## src/hw/ebas_regs.svh

```systemverilog
`ifndef EBAS_REGS_SVH
`define EBAS_REGS_SVH
`define EBAS_ADDR_W 24
`define EBAS_DATA_W 16
`define EBAS_RST_PC 24'h00_0000
`define EBAS_RST_DATA 16'h0000
`define EBAS_STEP_ONE 24'h00_0001
`define EBAS_STEP_TWO 24'h00_0002
`endif

```

## src/hw/ebas_pkg.sv

```systemverilog
package ebas_pkg;
  typedef enum logic [3:0] {
    EBAS_CYC_A = 4'h0,
    EBAS_CYC_B = 4'h1,
    EBAS_CYC_C = 4'h2,
    EBAS_CYC_D = 4'h3,
    EBAS_CYC_E = 4'h4,
    EBAS_CYC_F = 4'h5,
    EBAS_CYC_G = 4'h6,
    EBAS_CYC_H = 4'h7,
    EBAS_CYC_I = 4'h8,
    EBAS_CYC_J = 4'h9,
    EBAS_CYC_K = 4'hA,
    EBAS_CYC_NONE = 4'hF
  } ebas_cyc_e;
  typedef enum logic [1:0] {
    EBAS_ST_IDLE = 2'b00,
    EBAS_ST_BUS = 2'b01,
    EBAS_ST_GAP = 2'b10
  } ebas_st_e;
endpackage

```

## src/hw/ebas_cycle_sel.sv

```systemverilog
`timescale 1ns/1ps
`default_nettype none
module ebas_cycle_sel import ebas_pkg::*; (
  input wire logic bus16,
  input wire logic is_fetch,
  input wire logic is_write,
  input wire logic len_flag,
  input wire logic addr_odd,
  output var ebas_cyc_e cyc_type,
  output logic two_phase
);
  always_comb begin
    cyc_type = EBAS_CYC_NONE;
    two_phase = 1'b0;
    if (is_fetch) begin
      if (bus16) begin
        cyc_type = addr_odd ? EBAS_CYC_G : EBAS_CYC_A;
      end else begin
        cyc_type = EBAS_CYC_I;
      end
    end else if (!len_flag) begin
      if (bus16) begin
        if (addr_odd) begin
          cyc_type = is_write ? EBAS_CYC_D : EBAS_CYC_C;
          two_phase = 1'b1;
        end else begin
          cyc_type = is_write ? EBAS_CYC_B : EBAS_CYC_A;
        end
      end else begin
        two_phase = 1'b1;
        if (is_write) begin
          cyc_type = addr_odd ? EBAS_CYC_K : EBAS_CYC_J;
        end else begin
          cyc_type = EBAS_CYC_I;
        end
      end
    end else begin
      if (bus16) begin
        if (addr_odd) begin
          cyc_type = is_write ? EBAS_CYC_H : EBAS_CYC_G;
        end else begin
          cyc_type = is_write ? EBAS_CYC_F : EBAS_CYC_E;
        end
      end else if (addr_odd) begin
        cyc_type = EBAS_CYC_K;
      end else begin
        cyc_type = is_write ? EBAS_CYC_J : EBAS_CYC_I;
      end
    end
  end
endmodule
`default_nettype wire

```

## src/hw/ebas_sequencer.sv

```systemverilog
`timescale 1ns/1ps
`default_nettype none
`include "ebas_regs.svh"
module ebas_sequencer import ebas_pkg::*; (
  input wire logic mclk,
  input wire logic arst_n,
  input wire logic bus16_sel,
  input wire logic branch_valid,
  input wire logic [`EBAS_ADDR_W-1:0] branch_addr,
  input wire logic fetch_req,
  output logic fetch_ack,
  output logic [`EBAS_DATA_W-1:0] fetch_data,
  output logic [1:0] fetch_bytes,
  input wire logic data_req,
  input wire logic data_we,
  input wire logic data_len_flag,
  input wire logic [`EBAS_ADDR_W-1:0] data_addr,
  input wire logic [`EBAS_DATA_W-1:0] data_wdata,
  output logic data_ack,
  output logic [`EBAS_DATA_W-1:0] data_rdata,
  output logic [`EBAS_ADDR_W-1:0] ext_addr,
  output logic [`EBAS_DATA_W-1:0] ext_dout,
  output logic ext_dout_oe,
  input wire logic [`EBAS_DATA_W-1:0] ext_din,
  input wire logic ext_rdy,
  output logic ext_rd_n,
  output logic ext_wr_n,
  output logic ext_ble_n,
  output logic ext_bhe_n,
  output logic [3:0] cyc_type,
  output logic cyc_half
);
  // odd bytes travel on the high lane only when the bus is 16 bits wide
  function automatic logic ebas_hi_lane(input logic addr0, input logic b16);
    return addr0 & b16;
  endfunction

  ebas_st_e st_q, st_d;
  ebas_cyc_e typ_q, typ_d, sel_typ;
  logic [`EBAS_ADDR_W-1:0] addr_q, addr_d, pc_q, pc_d, cur_addr, sel_addr;
  logic [`EBAS_DATA_W-1:0] wdata_q, wdata_d, rdata_q, rdata_d;
  logic we_q, we_d, fetch_q, fetch_d, two_q, two_d, both_q, both_d, half_q, half_d;
  logic fack_q, fack_d, dack_q, dack_d;
  logic data_go, fetch_go, go, sel_fetch, sel_two, done_phase, hi;
  logic [7:0] rd_byte, wr_byte;

  assign data_go = data_req && !dack_q;
  assign fetch_go = fetch_req && !fack_q;
  assign go = data_go || fetch_go;
  // data waits less on the CPU than a queue top-up, so it goes first
  assign sel_fetch = !data_go;
  assign sel_addr = sel_fetch ? pc_q : data_addr;

  // width and operand length are separate ports; neither is derived from the other
  ebas_cycle_sel u_sel (
    .bus16(bus16_sel),
    .is_fetch(sel_fetch),
    .is_write(data_we && !sel_fetch),
    .len_flag(data_len_flag),
    .addr_odd(sel_addr[0]),
    .cyc_type(sel_typ),
    .two_phase(sel_two)
  );

  assign cur_addr = addr_q + {{(`EBAS_ADDR_W-1){1'b0}}, half_q};
  assign hi = ebas_hi_lane(cur_addr[0], bus16_sel);
  assign done_phase = (st_q == EBAS_ST_BUS) && ext_rdy;
  assign rd_byte = hi ? ext_din[15:8] : ext_din[7:0];
  assign wr_byte = half_q ? wdata_q[15:8] : wdata_q[7:0];

  always_comb begin
    st_d = st_q;
    typ_d = typ_q;
    addr_d = addr_q;
    wdata_d = wdata_q;
    rdata_d = rdata_q;
    we_d = we_q;
    fetch_d = fetch_q;
    two_d = two_q;
    both_d = both_q;
    half_d = half_q;
    pc_d = pc_q;
    fack_d = 1'b0;
    dack_d = 1'b0;
    case (st_q)
      EBAS_ST_IDLE: begin
        if (go) begin
          st_d = EBAS_ST_BUS;
          typ_d = sel_typ;
          addr_d = sel_addr;
          wdata_d = data_wdata;
          we_d = data_we && !sel_fetch;
          fetch_d = sel_fetch;
          two_d = sel_two;
          // one cycle carries both lanes only for an aligned word on a wide bus
          both_d = bus16_sel && !sel_addr[0] && (sel_fetch || !data_len_flag);
          half_d = 1'b0;
        end
      end
      EBAS_ST_BUS: begin
        if (ext_rdy) begin
          if (both_q) begin
            rdata_d = ext_din;
          end else if (half_q) begin
            rdata_d[15:8] = rd_byte;
          end else begin
            rdata_d = {8'h00, rd_byte};
          end
          if (two_q && !half_q) begin
            st_d = EBAS_ST_GAP;
          end else begin
            st_d = EBAS_ST_IDLE;
            fack_d = fetch_q;
            dack_d = !fetch_q;
            // a fetch overtaken by a branch must not move the new pointer
            if (fetch_q && pc_q == addr_q) begin
              // an odd fetch leaves the pointer even, so on a wide bus word fetches follow
              pc_d = pc_q + (both_q ? `EBAS_STEP_TWO : `EBAS_STEP_ONE);
            end
          end
        end
      end
      EBAS_ST_GAP: begin
        st_d = EBAS_ST_BUS;
        half_d = 1'b1;
      end
      default: begin
        st_d = EBAS_ST_IDLE;
      end
    endcase
    // a branch always wins the pointer; a fetch in flight still completes
    if (branch_valid) begin
      pc_d = branch_addr;
    end
  end

  always_ff @(posedge mclk or negedge arst_n) begin
    if (!arst_n) begin
      st_q <= EBAS_ST_IDLE;
      typ_q <= EBAS_CYC_NONE;
      addr_q <= `EBAS_RST_PC;
      pc_q <= `EBAS_RST_PC;
      wdata_q <= `EBAS_RST_DATA;
      rdata_q <= `EBAS_RST_DATA;
      we_q <= 1'b0;
      fetch_q <= 1'b0;
      two_q <= 1'b0;
      both_q <= 1'b0;
      half_q <= 1'b0;
      fack_q <= 1'b0;
      dack_q <= 1'b0;
    end else begin
      st_q <= st_d;
      typ_q <= typ_d;
      addr_q <= addr_d;
      pc_q <= pc_d;
      wdata_q <= wdata_d;
      rdata_q <= rdata_d;
      we_q <= we_d;
      fetch_q <= fetch_d;
      two_q <= two_d;
      both_q <= both_d;
      half_q <= half_d;
      fack_q <= fack_d;
      dack_q <= dack_d;
    end
  end

  // bus pins decode from flops and bus16_sel; bus16_sel reaches the byte enables through hi, no other input reaches them
  always_comb begin
    ext_addr = cur_addr;
    ext_rd_n = !((st_q == EBAS_ST_BUS) && !we_q);
    ext_wr_n = !((st_q == EBAS_ST_BUS) && we_q);
    ext_dout_oe = (st_q == EBAS_ST_BUS) && we_q;
    ext_dout = both_q ? wdata_q : {wr_byte, wr_byte};
    ext_ble_n = !((st_q == EBAS_ST_BUS) && (both_q || !hi));
    ext_bhe_n = !((st_q == EBAS_ST_BUS) && (both_q || hi));
  end

  assign fetch_ack = fack_q;
  assign data_ack = dack_q;
  assign fetch_data = rdata_q;
  assign data_rdata = rdata_q;
  assign fetch_bytes = both_q ? 2'd2 : 2'd1;
  assign cyc_type = typ_q;
  assign cyc_half = half_q;

  wire launch = (st_q == EBAS_ST_IDLE) && go;
endmodule
`default_nettype wire

```

## config.mk

```make
export PLATFORM = sky130hd
export DESIGN_NAME = ebas_sequencer
export DESIGN_NICKNAME = d
export VERILOG_FILES = /design/src/hw/ebas_pkg.sv /design/src/hw/ebas_cycle_sel.sv /design/src/hw/ebas_sequencer.sv
export VERILOG_INCLUDE_DIRS = /design/src /design/src/hw
export SDC_FILE = /design/constraint.sdc
export NUM_CORES = 1
export LEC_CHECK = 0
export BUFFER_PORTS_ARGS = -buffer_cell sky130_fd_sc_hd__buf_2
export CAP_MARGIN = 20
export CELL_PAD_IN_SITES_DETAIL_PLACEMENT = 1
export CELL_PAD_IN_SITES_GLOBAL_PLACEMENT = 1
export CORE_MARGIN = 4
export CORE_UTILIZATION = 39
export CTS_CLUSTER_SIZE = 16
export DETAILED_ROUTE_END_ITERATION = 10
export PLACE_DENSITY_LB_ADDON = 0.1
export SLEW_MARGIN = 20
export SYNTH_ARGS = -nofsm -noshare
export SYNTH_HDL_FRONTEND = slang
export SYNTH_SLANG_ARGS = --single-unit
```

## constraint.sdc

```tcl
create_clock -name mclk -period 2.72 [get_ports mclk]
set_clock_uncertainty 0.1 [all_clocks]
set_input_delay 0.544 -clock mclk [delete_from_list [all_inputs] [get_ports mclk]]
set_output_delay 0.544 -clock mclk [all_outputs]
set_load 0.05 [all_outputs]
```

* Word-level counts from Yosys, hierarchy flattened
Cells that the tools add are included.
** Word-level totals
- Bits in registers :: 93
- Input port bits :: 89
- Output and inout port bits :: 86
- Logic and storage cells :: 109
** Operators by class
- Add/sub/neg operators :: 2
- Eq/ne operators :: 7
- Mux-type cells :: 46
- Bitwise logic cells :: 1
- Reduce and logical (&&, ||, !) cells :: 39
** Operators with widths (count)
- 24-bit two-way mux :: 6
- 4-bit two-way mux :: 9
- 16-bit two-way mux :: 2
- 8-bit two-way mux :: 4
- 24-bit by 1-bit adder with 24-bit output :: 1
- 24-bit by 2-bit adder with 24-bit output :: 1
- 24-bit equality test :: 1
- 1-bit two-way mux :: 16
- 1-bit logical NOT :: 13
- 2-bit two-way mux :: 6
- 1-bit logical AND :: 11
- 2-bit != test (second input constant) :: 4
- 2-bit AND reduction :: 4
- 2-bit nonzero test :: 4
- 2-bit case mux with 3 select lines :: 1
- 1-bit logical OR :: 4
- 4-bit AND reduction :: 1
- 3-bit two-way mux :: 1
- 3-bit AND reduction :: 1
- 2-bit by 1-bit equality test with 1-bit output (second input constant) :: 1
- 2-bit equality test (second input constant) :: 1
- 2-bit logical NOT :: 1
- 1-bit case mux with 2 select lines :: 1
- 1-bit bitwise AND :: 1

* Logic depth before layout (Yosys ltp)
Gate-level depths: netlist (run 1).
- Depth in word-level cells :: 8
- Mapped depth :: 9
- Depth with buffers taken out :: 9

* Hierarchy
Synthesis (run 1) repeated with hierarchy kept, for this count alone.
** Second synthesis, totals
- Cell total of the unflattened synthesis :: 630
- Area, all modules :: 5829.3 um^2
** By module, submodules not included
- ebas_sequencer :: instances 1, cells an instance 621, area each 5771.8 um^2, seq. area each 2332.2 um^2
- ebas_cycle_sel :: instances 1, cells an instance 9, area each 57.6 um^2, seq. area each 0.0 um^2

* Least setup slack after synthesis (run 1)
OpenSTA, ideal clock, no wires.
- Path kind :: reg-to-output
- Start point :: register half_q (netlist: cyc_half)
- End point :: output port ext_bhe_n
- Data arrival time :: 2.697 ns
- Data required time :: 2.076 ns
- Setup slack :: -0.621 ns
- Cell stages (with the launch flop) :: 5
- Path buffers :: 1
- Cells stage by stage :: dfrtp_1 > ha_1 > and2_1 > clkbuf_1 > o21ai_0
** Between the ends
- Longest elaborated chain between the ends :: 5
** RTL lines
- start, declared :: line ebas_sequencer.sv:42 : logic we_q, we_d, fetch_q, fetch_d, two_q, two_d, both_q, both_d, half_q, half_d;
- start signal, assigned :: line ebas_sequencer.sv:163 : half_q <= half_d;
- 24-bit by 1-bit adder with 24-bit output :: line ebas_sequencer.sv:65 : assign cur_addr = addr_q + {{(`EBAS_ADDR_W-1){1'b0}}, half_q};
- via ext_addr[0] :: line ebas_sequencer.sv:21 : output logic [`EBAS_ADDR_W-1:0] ext_addr,
- 1-bit bitwise AND :: line ebas_sequencer.sv:35 : return addr0 & b16;
- 1-bit logical OR :: line ebas_sequencer.sv:177 : ext_bhe_n = !((st_q == EBAS_ST_BUS) && (both_q || hi));
- 1-bit logical AND :: line ebas_sequencer.sv:177
- 1-bit logical NOT :: line ebas_sequencer.sv:177
- end, declared :: line ebas_sequencer.sv:29 : output logic ext_bhe_n,
The timed path passes the listed nets, and every way through them passes these cells.

* Worst setup path after layout (run 1)
- Start point :: register addr_q[2]
- End point :: output port ext_addr[23]
** Between the ends
- Longest elaborated chain between the ends :: 1
** RTL lines
- start, declared :: line ebas_sequencer.sv:40 : logic [`EBAS_ADDR_W-1:0] addr_q, addr_d, pc_q, pc_d, cur_addr, sel_addr;
- start signal, assigned :: line ebas_sequencer.sv:141 : addr_q <= `EBAS_RST_PC;
- start signal, assigned :: line ebas_sequencer.sv:155 : addr_q <= addr_d;
- 24-bit by 1-bit adder with 24-bit output :: line ebas_sequencer.sv:65
- end, declared :: line ebas_sequencer.sv:21
No other way between the ends.

==> results of run 1 <==
## cell families after synthesis
group,Yosys count
multiplexers,73
adder cells (fa/ha/maj),5
flip-flops,93
buffers and inverters,57
AO/OA/AOI/OAI,89
XOR/XNOR,67
AND/OR/NAND/NOR,182
## report_power, final
group / internal, uW / switching, uW / total (uW)
clock: 708 / 570 / 1280
combinational: 1910 / 4090 / 6010
sequential: 1930 / 568 / 2500
total: 4550 / 5230 / 9780
## worst min-delay path by stage
stage / from / endpoint / depth (start not counted)
4_1_cts: arst_n / we_q / 1
2_1_floorplan: arst_n / addr_q[0] / 0
6_report: arst_n / we_q / 1
5_1_grt: arst_n / we_q / 1
3_5_place_dp: fetch_q / data_ack / 1
3_3_place_gp: fetch_q / data_ack / 1
## critical path: cells and delay by family (launching register included)
family        cells  cell delay, ns
xor+xnor          1            0.21
buf+inv           1            0.18
flops             1            0.34
simple gates      5            1.08
## flip-flops by register name, summed over array words and instances, names as in the netlist, 2 cells and up
register    flops
wdata_q        16
pc_q           24
st_q            2
data_rdata     16
addr_q         24
cyc_type        4
## what timing repair did
| item | 4_1_cts | 5_1_grt |
|---|---|---|
| pin swaps | 4 | 6 |
| buffers inserted | 2 | 3 |
| endpoints found under the setup margin | 14 | 19 |
| resized for setup | 33 | 25 |
## cell type report
cell class,count,area [sq um],area share
tap,180,225,0.0306
clock inverter,6,63.8,0.00867
inverter,7,30.0,0.00408
timing repair buffer,216,1330,0.181
sequential,93,2330,0.317
clock buffer,9,225,0.0306
multi-input combinational,416,3140,0.427
## Yosys cell counts (2+ instances only)
master and number:
and4_1 4, nand3_1 15, a22oi_1 9, a22o_1 8, nor4_2 2, mux2i_1 31
and2_1 4, nand4_1 21, o21ai_0 50, xnor2_1 54, buf_4 17, nand4b_1 5
inv_1 7, a21oi_1 4, nand2b_1 3, dfrtp_1 89, clkbuf_1 26, nor3b_1 2
mux2_2 41, nand2_1 88, nor2_1 11, and4bb_1 2, buf_2 6, and3_1 14
o21ai_1 13, xor2_1 13, dfstp_2 4, nor3_1 2, nor2b_1 4, ha_1 4
## stage by stage
step	setup TNS, ns	utilization
5_1_grt	-1.26	0.532
6_report	-0.218	0.532
2_1_floorplan	-0.0616	-
3_5_place_dp	0	0.494
3_3_place_gp	0	0.494
4_1_cts	-0.126	0.524
## metal layers
metal / vias to the layer above / share of wire / track usage
met4: 0 / 0.026 / 0.0801
met2: 120 / 0.50 / 0.369
met5: - / 0 / 0
li1: 2316 / - / -
met3: 27 / 0.036 / 0.0299
met1: 2382 / 0.44 / 0.290
==> reports/metrics.yaml, run 1 <==
place:
  io_buffers: 174
  dpl-instance-area_sq_mm: 0.00684
  dpl_worst_slack_ns: 0.0996
  placedCellCount: 907
  globalplace.congestion: 0.820
  dp_hpwl_um: 13700
clocking:
  cts_hold_buf: 0
  root_buffer: "clkbuf_16"
  clock_path_buffers: 2
  path_clk_slew_ns: 0.07
  cts_made_buffers: 9
  clock_latency_ns: 0.35
  htree_levels: 3
  tritoncts: "yes"
  cts_sinks: 93
detailed_routing:
  drcViolationCount: 0
  dr.pass1.iters: 4
  wl_per_cell_um: 19.1
  initialDrtViolationCount: 236
  via_count: 4845
  via_per_inst: 5.23
  routed_wl_um: 17700
  detail-route-antenna-nets: 0
global_routing:
  grt_pass1_vias: 5166
  grtUsageTotal: 0.220
  grt.overflow.total: 0
  grt_first_pass_wirelength_um: 27800
  antenna_found_initial: 0
  grt_max_degree: 48
synthesis:
  synth-seq-cells: 93
  yosys.area_share.simple: 0.168
  seq_area_frac_synth: 0.424
  synth_xor_area_frac: 0.107
  synth_area_leader_cell: "dfrtp_1"
  syn_area_per_cell_sq_um: 9.71
  ys_warn_count: 0
  synth_edf_count: 0
  synth_area_leaders: "dfrtp_1 41%, xnor2_1 8.6%, mux2_2 8.4%"
  synth-main-ff-cell: "dfrtp_1"
  async_flop_share: 1.00
  synth_top_family_by_area: "simple AND/OR/NAND/NOR gates"
  ys_types: 43
  synth-compound-area-share: 0.0936
  syn_nets: 660
  synth_mux_area_frac: 0.143
  netlist_instances: 566
  synth_adder_area_share: 0.0128
  netlist.area_leader.share: 0.405
  synthesis.area_sq_mm: 0.00550
timing:
  finalSetupViolations: 9
  setup_ws_ns: -0.0980
  rsz0062_at_grt: "yes"
  report.final.hold_viol_count: 0
  worst_pin_slew_ns: 0.721
  min_period_ns: 2.82
  fmax_mhz: 355
  maxSlewViolCount: 0
  maxSlewHeadroom: 0.520
  period_share: 1.04
  whs_ns: 0.105
critical_path:
  critical_path.max_stage_delay_ns: 0.34
  path_cells: "and4_4 > and3_4 > and3_4 > and4_4 > nand4_1 > xnor2_4 > buf_6"
  startpoint: "addr_q[2]"
  critPathCapture: "ext_addr[23]"
  crit_arrival_ns: 2.17
  rrSetupSlack_ns: 0.10
  endpoint_kind: "primary output"
  rr_worst_depth: 10
  r2r-end: "pc_q[16]"
  r2r-start: "addr_q[5]"
  cp_slowest_cell: "dfrtp_1"
  cp_max_fo: 3
  crit_type: "reg -> out"
  required_ns: 2.08
  start_kind: "flip-flop"
power_and_ir_drop:
  leakagePower_uw: 0.00349
  finalPower_uw: 9780
  p_per_area_mw_per_mm2: 1330
  vdd_ir_drop_max_mv: 0.485
final_layout:
  drive_gt1_frac: 0.426
  fillers: 1626
  num_antenna_cells: 0
  synthToLayoutAreaGrowth_pct: 33.9
  fin_cells: 927
  fin_nets: 837
  final_cell_mix: "158 x buf_2, 87 x dfrtp_1, 82 x nand2_1, 49 x o21ai_0"
  final_common_cell: "buf_2"
  design_area_sq_mm: 0.00736
run_status:
  status: "finished with violations"
  violations: "negative setup slack"
hold_path:
  hold_path_class: "in -> async"
floorplanning:
  start_util: 0.397
  coreArea_sq_mm: 0.0138
  die_h_um: 127
  io_pins: 175
  row_count: 43
  dieWidth_um: 127
  die_area_sq_mm: 0.0161
flow_run:
  max_cap_violations: 0
(Power assumes the default switching activity.)
==> run 2: changes to the inputs <==
==> constraint.sdc (replaced) <==
create_clock -name mclk -period 2.72 [get_ports mclk]
set_clock_uncertainty 0.1 [all_clocks]
set_input_delay 0.136 -clock mclk [delete_from_list [all_inputs] [get_ports mclk]]
set_output_delay 0.136 -clock mclk [all_outputs]
set_load 0.05 [all_outputs]
==> run 2 against run 1 <==
Compared with the run above: the run now ends clean; power down 4.7%; sequential power about the same; die area unchanged; first-iteration DRC count down 17%; global-route usage down 0.18 points; count of clock-buffer cells in the layout unchanged; critical endpoint unchanged; design area up 1.5%; sequential cell count unchanged; core utilization up 0.82 points; maximum frequency up 8.3%.
==> reports/metrics.yaml, run 2 (same netlist as run 1, synthesis figures left out) <==
flow_run:
  max_cap_violations: 0  # unchanged
clocking:
  cts_made_buffers: 9  # unchanged
  tritoncts: "yes"
  clock_latency_ns: 0.35  # about the same
  path_clk_slew_ns: 0.07  # about the same
  cts_sinks: 93  # unchanged
  htree_levels: 3  # unchanged
  root_buffer: "clkbuf_16"
  clock_path_buffers: 2  # unchanged
critical_path:
  crit_arrival_ns: 2.37  # +0.20 ns
  path_cells: "and4_1 > and3_1 > and3_4 > and4_2 > nand4_1 > xnor2_1 > buf_4"
  start_kind: "flip-flop"
  rrSetupSlack_ns: 0.14  # +0.04 ns
  required_ns: 2.48  # +0.40 ns
  critical_path.max_stage_delay_ns: 0.43  # +0.09 ns
  r2r-start: "both_q"
  crit_type: "reg -> out"
  rr_worst_depth: 8  # -2
  cp_slowest_cell: "dfrtp_1"
  r2r-end: "pc_q[16]"
  cp_max_fo: 7  # +4
  endpoint_kind: "primary output"
power_and_ir_drop:
  vdd_ir_drop_max_mv: 0.988  # +100%
  p_per_area_mw_per_mm2: 1250  # -6.1%
  finalPower_uw: 9330  # -4.7%
  leakagePower_uw: 0.00350  # +0.27%
floorplanning:
  die_h_um: 127  # unchanged
  io_pins: 175  # unchanged
  row_count: 43  # unchanged
  start_util: 0.397  # unchanged
  die_area_sq_mm: 0.0161  # unchanged
  coreArea_sq_mm: 0.0138  # unchanged
  dieWidth_um: 127  # unchanged
timing:
  finalSetupViolations: 0  # -9
  min_period_ns: 2.60  # -0.215 ns
  whs_ns: 0.00867  # -0.0959 ns
  finalSetupTns_ns: 0  # +0.218 ns
  fmax_mhz: 384  # +8.3%
  report.final.hold_viol_count: 0  # unchanged
  worst_pin_slew_ns: 0.744  # +0.0238 ns
  period_share: 0.957  # -0.0791
  maxSlewViolCount: 0  # unchanged
  maxSlewHeadroom: 0.504  # -0.0159
  rsz0062_at_grt: "yes"
  setup_ws_ns: 0.117  # +0.215 ns
final_layout:
  synthToLayoutAreaGrowth_pct: 35.9
  fin_nets: 878  # +4.9%
  drive_gt1_frac: 0.349  # -0.0772
  fillers: 1621  # -0.31%
  final_cell_mix: "169 x buf_2, 86 x nand2_1, 86 x dfrtp_1, 59 x dlygate4sd3_1, 53 x xnor2_1"
  num_antenna_cells: 0  # unchanged
  design_area_sq_mm: 0.00747  # +1.5%
  reg.largest.list: "addr_q x24, pc_q x24"
  final_common_cell: "buf_2"
place:
  dp_hpwl_um: 12900  # -5.6%
  dpl-instance-area_sq_mm: 0.00654  # -4.3%
  io_buffers: 174  # unchanged
  globalplace.congestion: 0.885  # +7.9%
  dpl_worst_slack_ns: 0.140  # +0.0406 ns
detailed_routing:
  dr.pass1.iters: 4  # unchanged
  top_layer: "met4"
  routed_wl_um: 17400  # -1.8%
  drcViolationCount: 0  # unchanged
  detail-route-antenna-nets: 0  # unchanged
  wl_per_cell_um: 18.0  # -6.0%
  via_count: 4986  # +2.9%
  wl_met2_um: 8440  # -4.0%
  via_per_inst: 5.15  # -1.6%
  wl_met1_um: 7850  # -0.10%
  initialDrtViolationCount: 195  # -17%
  dr_wl_met3_um: 815  # +27%
global_routing:
  grtUsageTotal: 0.218  # -0.00179
  grt.overflow.total: 0  # unchanged
  grt_first_pass_wirelength_um: 27700  # -0.25%
  grt_pass1_vias: 5268  # +2.0%
  grt_max_degree: 54  # +13%
  antenna_found_initial: 0  # unchanged
hold_path:
  min_to: "addr_q[20]"
  min_path_cells: 3
  hold_start: "data_addr[20]"
  hold_path_class: "in -> reg"
run_status:
  status: "completed"
-- run 2: critical path, delay by kind of cell (launching register included) --
family        cells  cell delay (ns)
xor+xnor          1             0.23
flops             1             0.43
simple gates      5             1.12
buf+inv           1             0.24
-- run 2: per-stage QoR --
stage / utilization / cells
final: 0.540 / 969
after global routing: 0.540 / 969
after CTS: 0.536 / 966
after detailed placement: 0.473 / 891
after global placement: 0.473 / 891
after floorplan: - / 566
-- run 2: layer usage --
metal	vias up	GRT usage
li1	2396	-
met1	2440	0.289
met2	129	0.363
met3	21	0.0366
met4	0	0.0732
met5	-	0
-- run 2: area by class of cell --
class / count / area, sq um / share of cell area
multi-input combinational: 416 / 2910 / 0.390
sequential: 93 / 2340 / 0.313
timing repair buffer: 257 / 1690 / 0.226
clock buffer: 9 / 225 / 0.0302
tap: 180 / 225 / 0.0302
clock inverter: 7 / 50.0 / 0.00670
inverter: 7 / 30.0 / 0.00402
-- run 2: where the power goes --
group | switching [uW] | total [uW] | internal, uW
clock | 578 | 1200 | 623
sequential | 548 | 2480 | 1930
combinational | 3990 | 5650 | 1660
total | 5110 | 9330 | 4210
-- run 2: what timing repair did --
| item | CTS | global route |
|---|---|---|
| endpoints found under the setup margin | 9 | 13 |
| buffers inserted | 0 | 3 |
| hold buffers | 59 | 0 |
| pin swaps | 0 | 0 |
| gates resized for setup | 4 | 11 |
| hold endpoints to repair | 110 | 0 |
-- run 2: how the worst max path moves through the flow --
stage	startpoint	to	slack (ns)	cells past startpoint
2_1_floorplan	cyc_half	ext_ble_n	0.03	5
3_3_place_gp	both_q	pc_q[16]	0.23	8
3_5_place_dp	both_q	pc_q[16]	0.14	8
4_1_cts	addr_q[2]	ext_addr[18]	0.001	7
5_1_grt	addr_q[5]	ext_addr[18]	0.003	7
6_report	addr_q[5]	ext_addr[23]	0.12	7
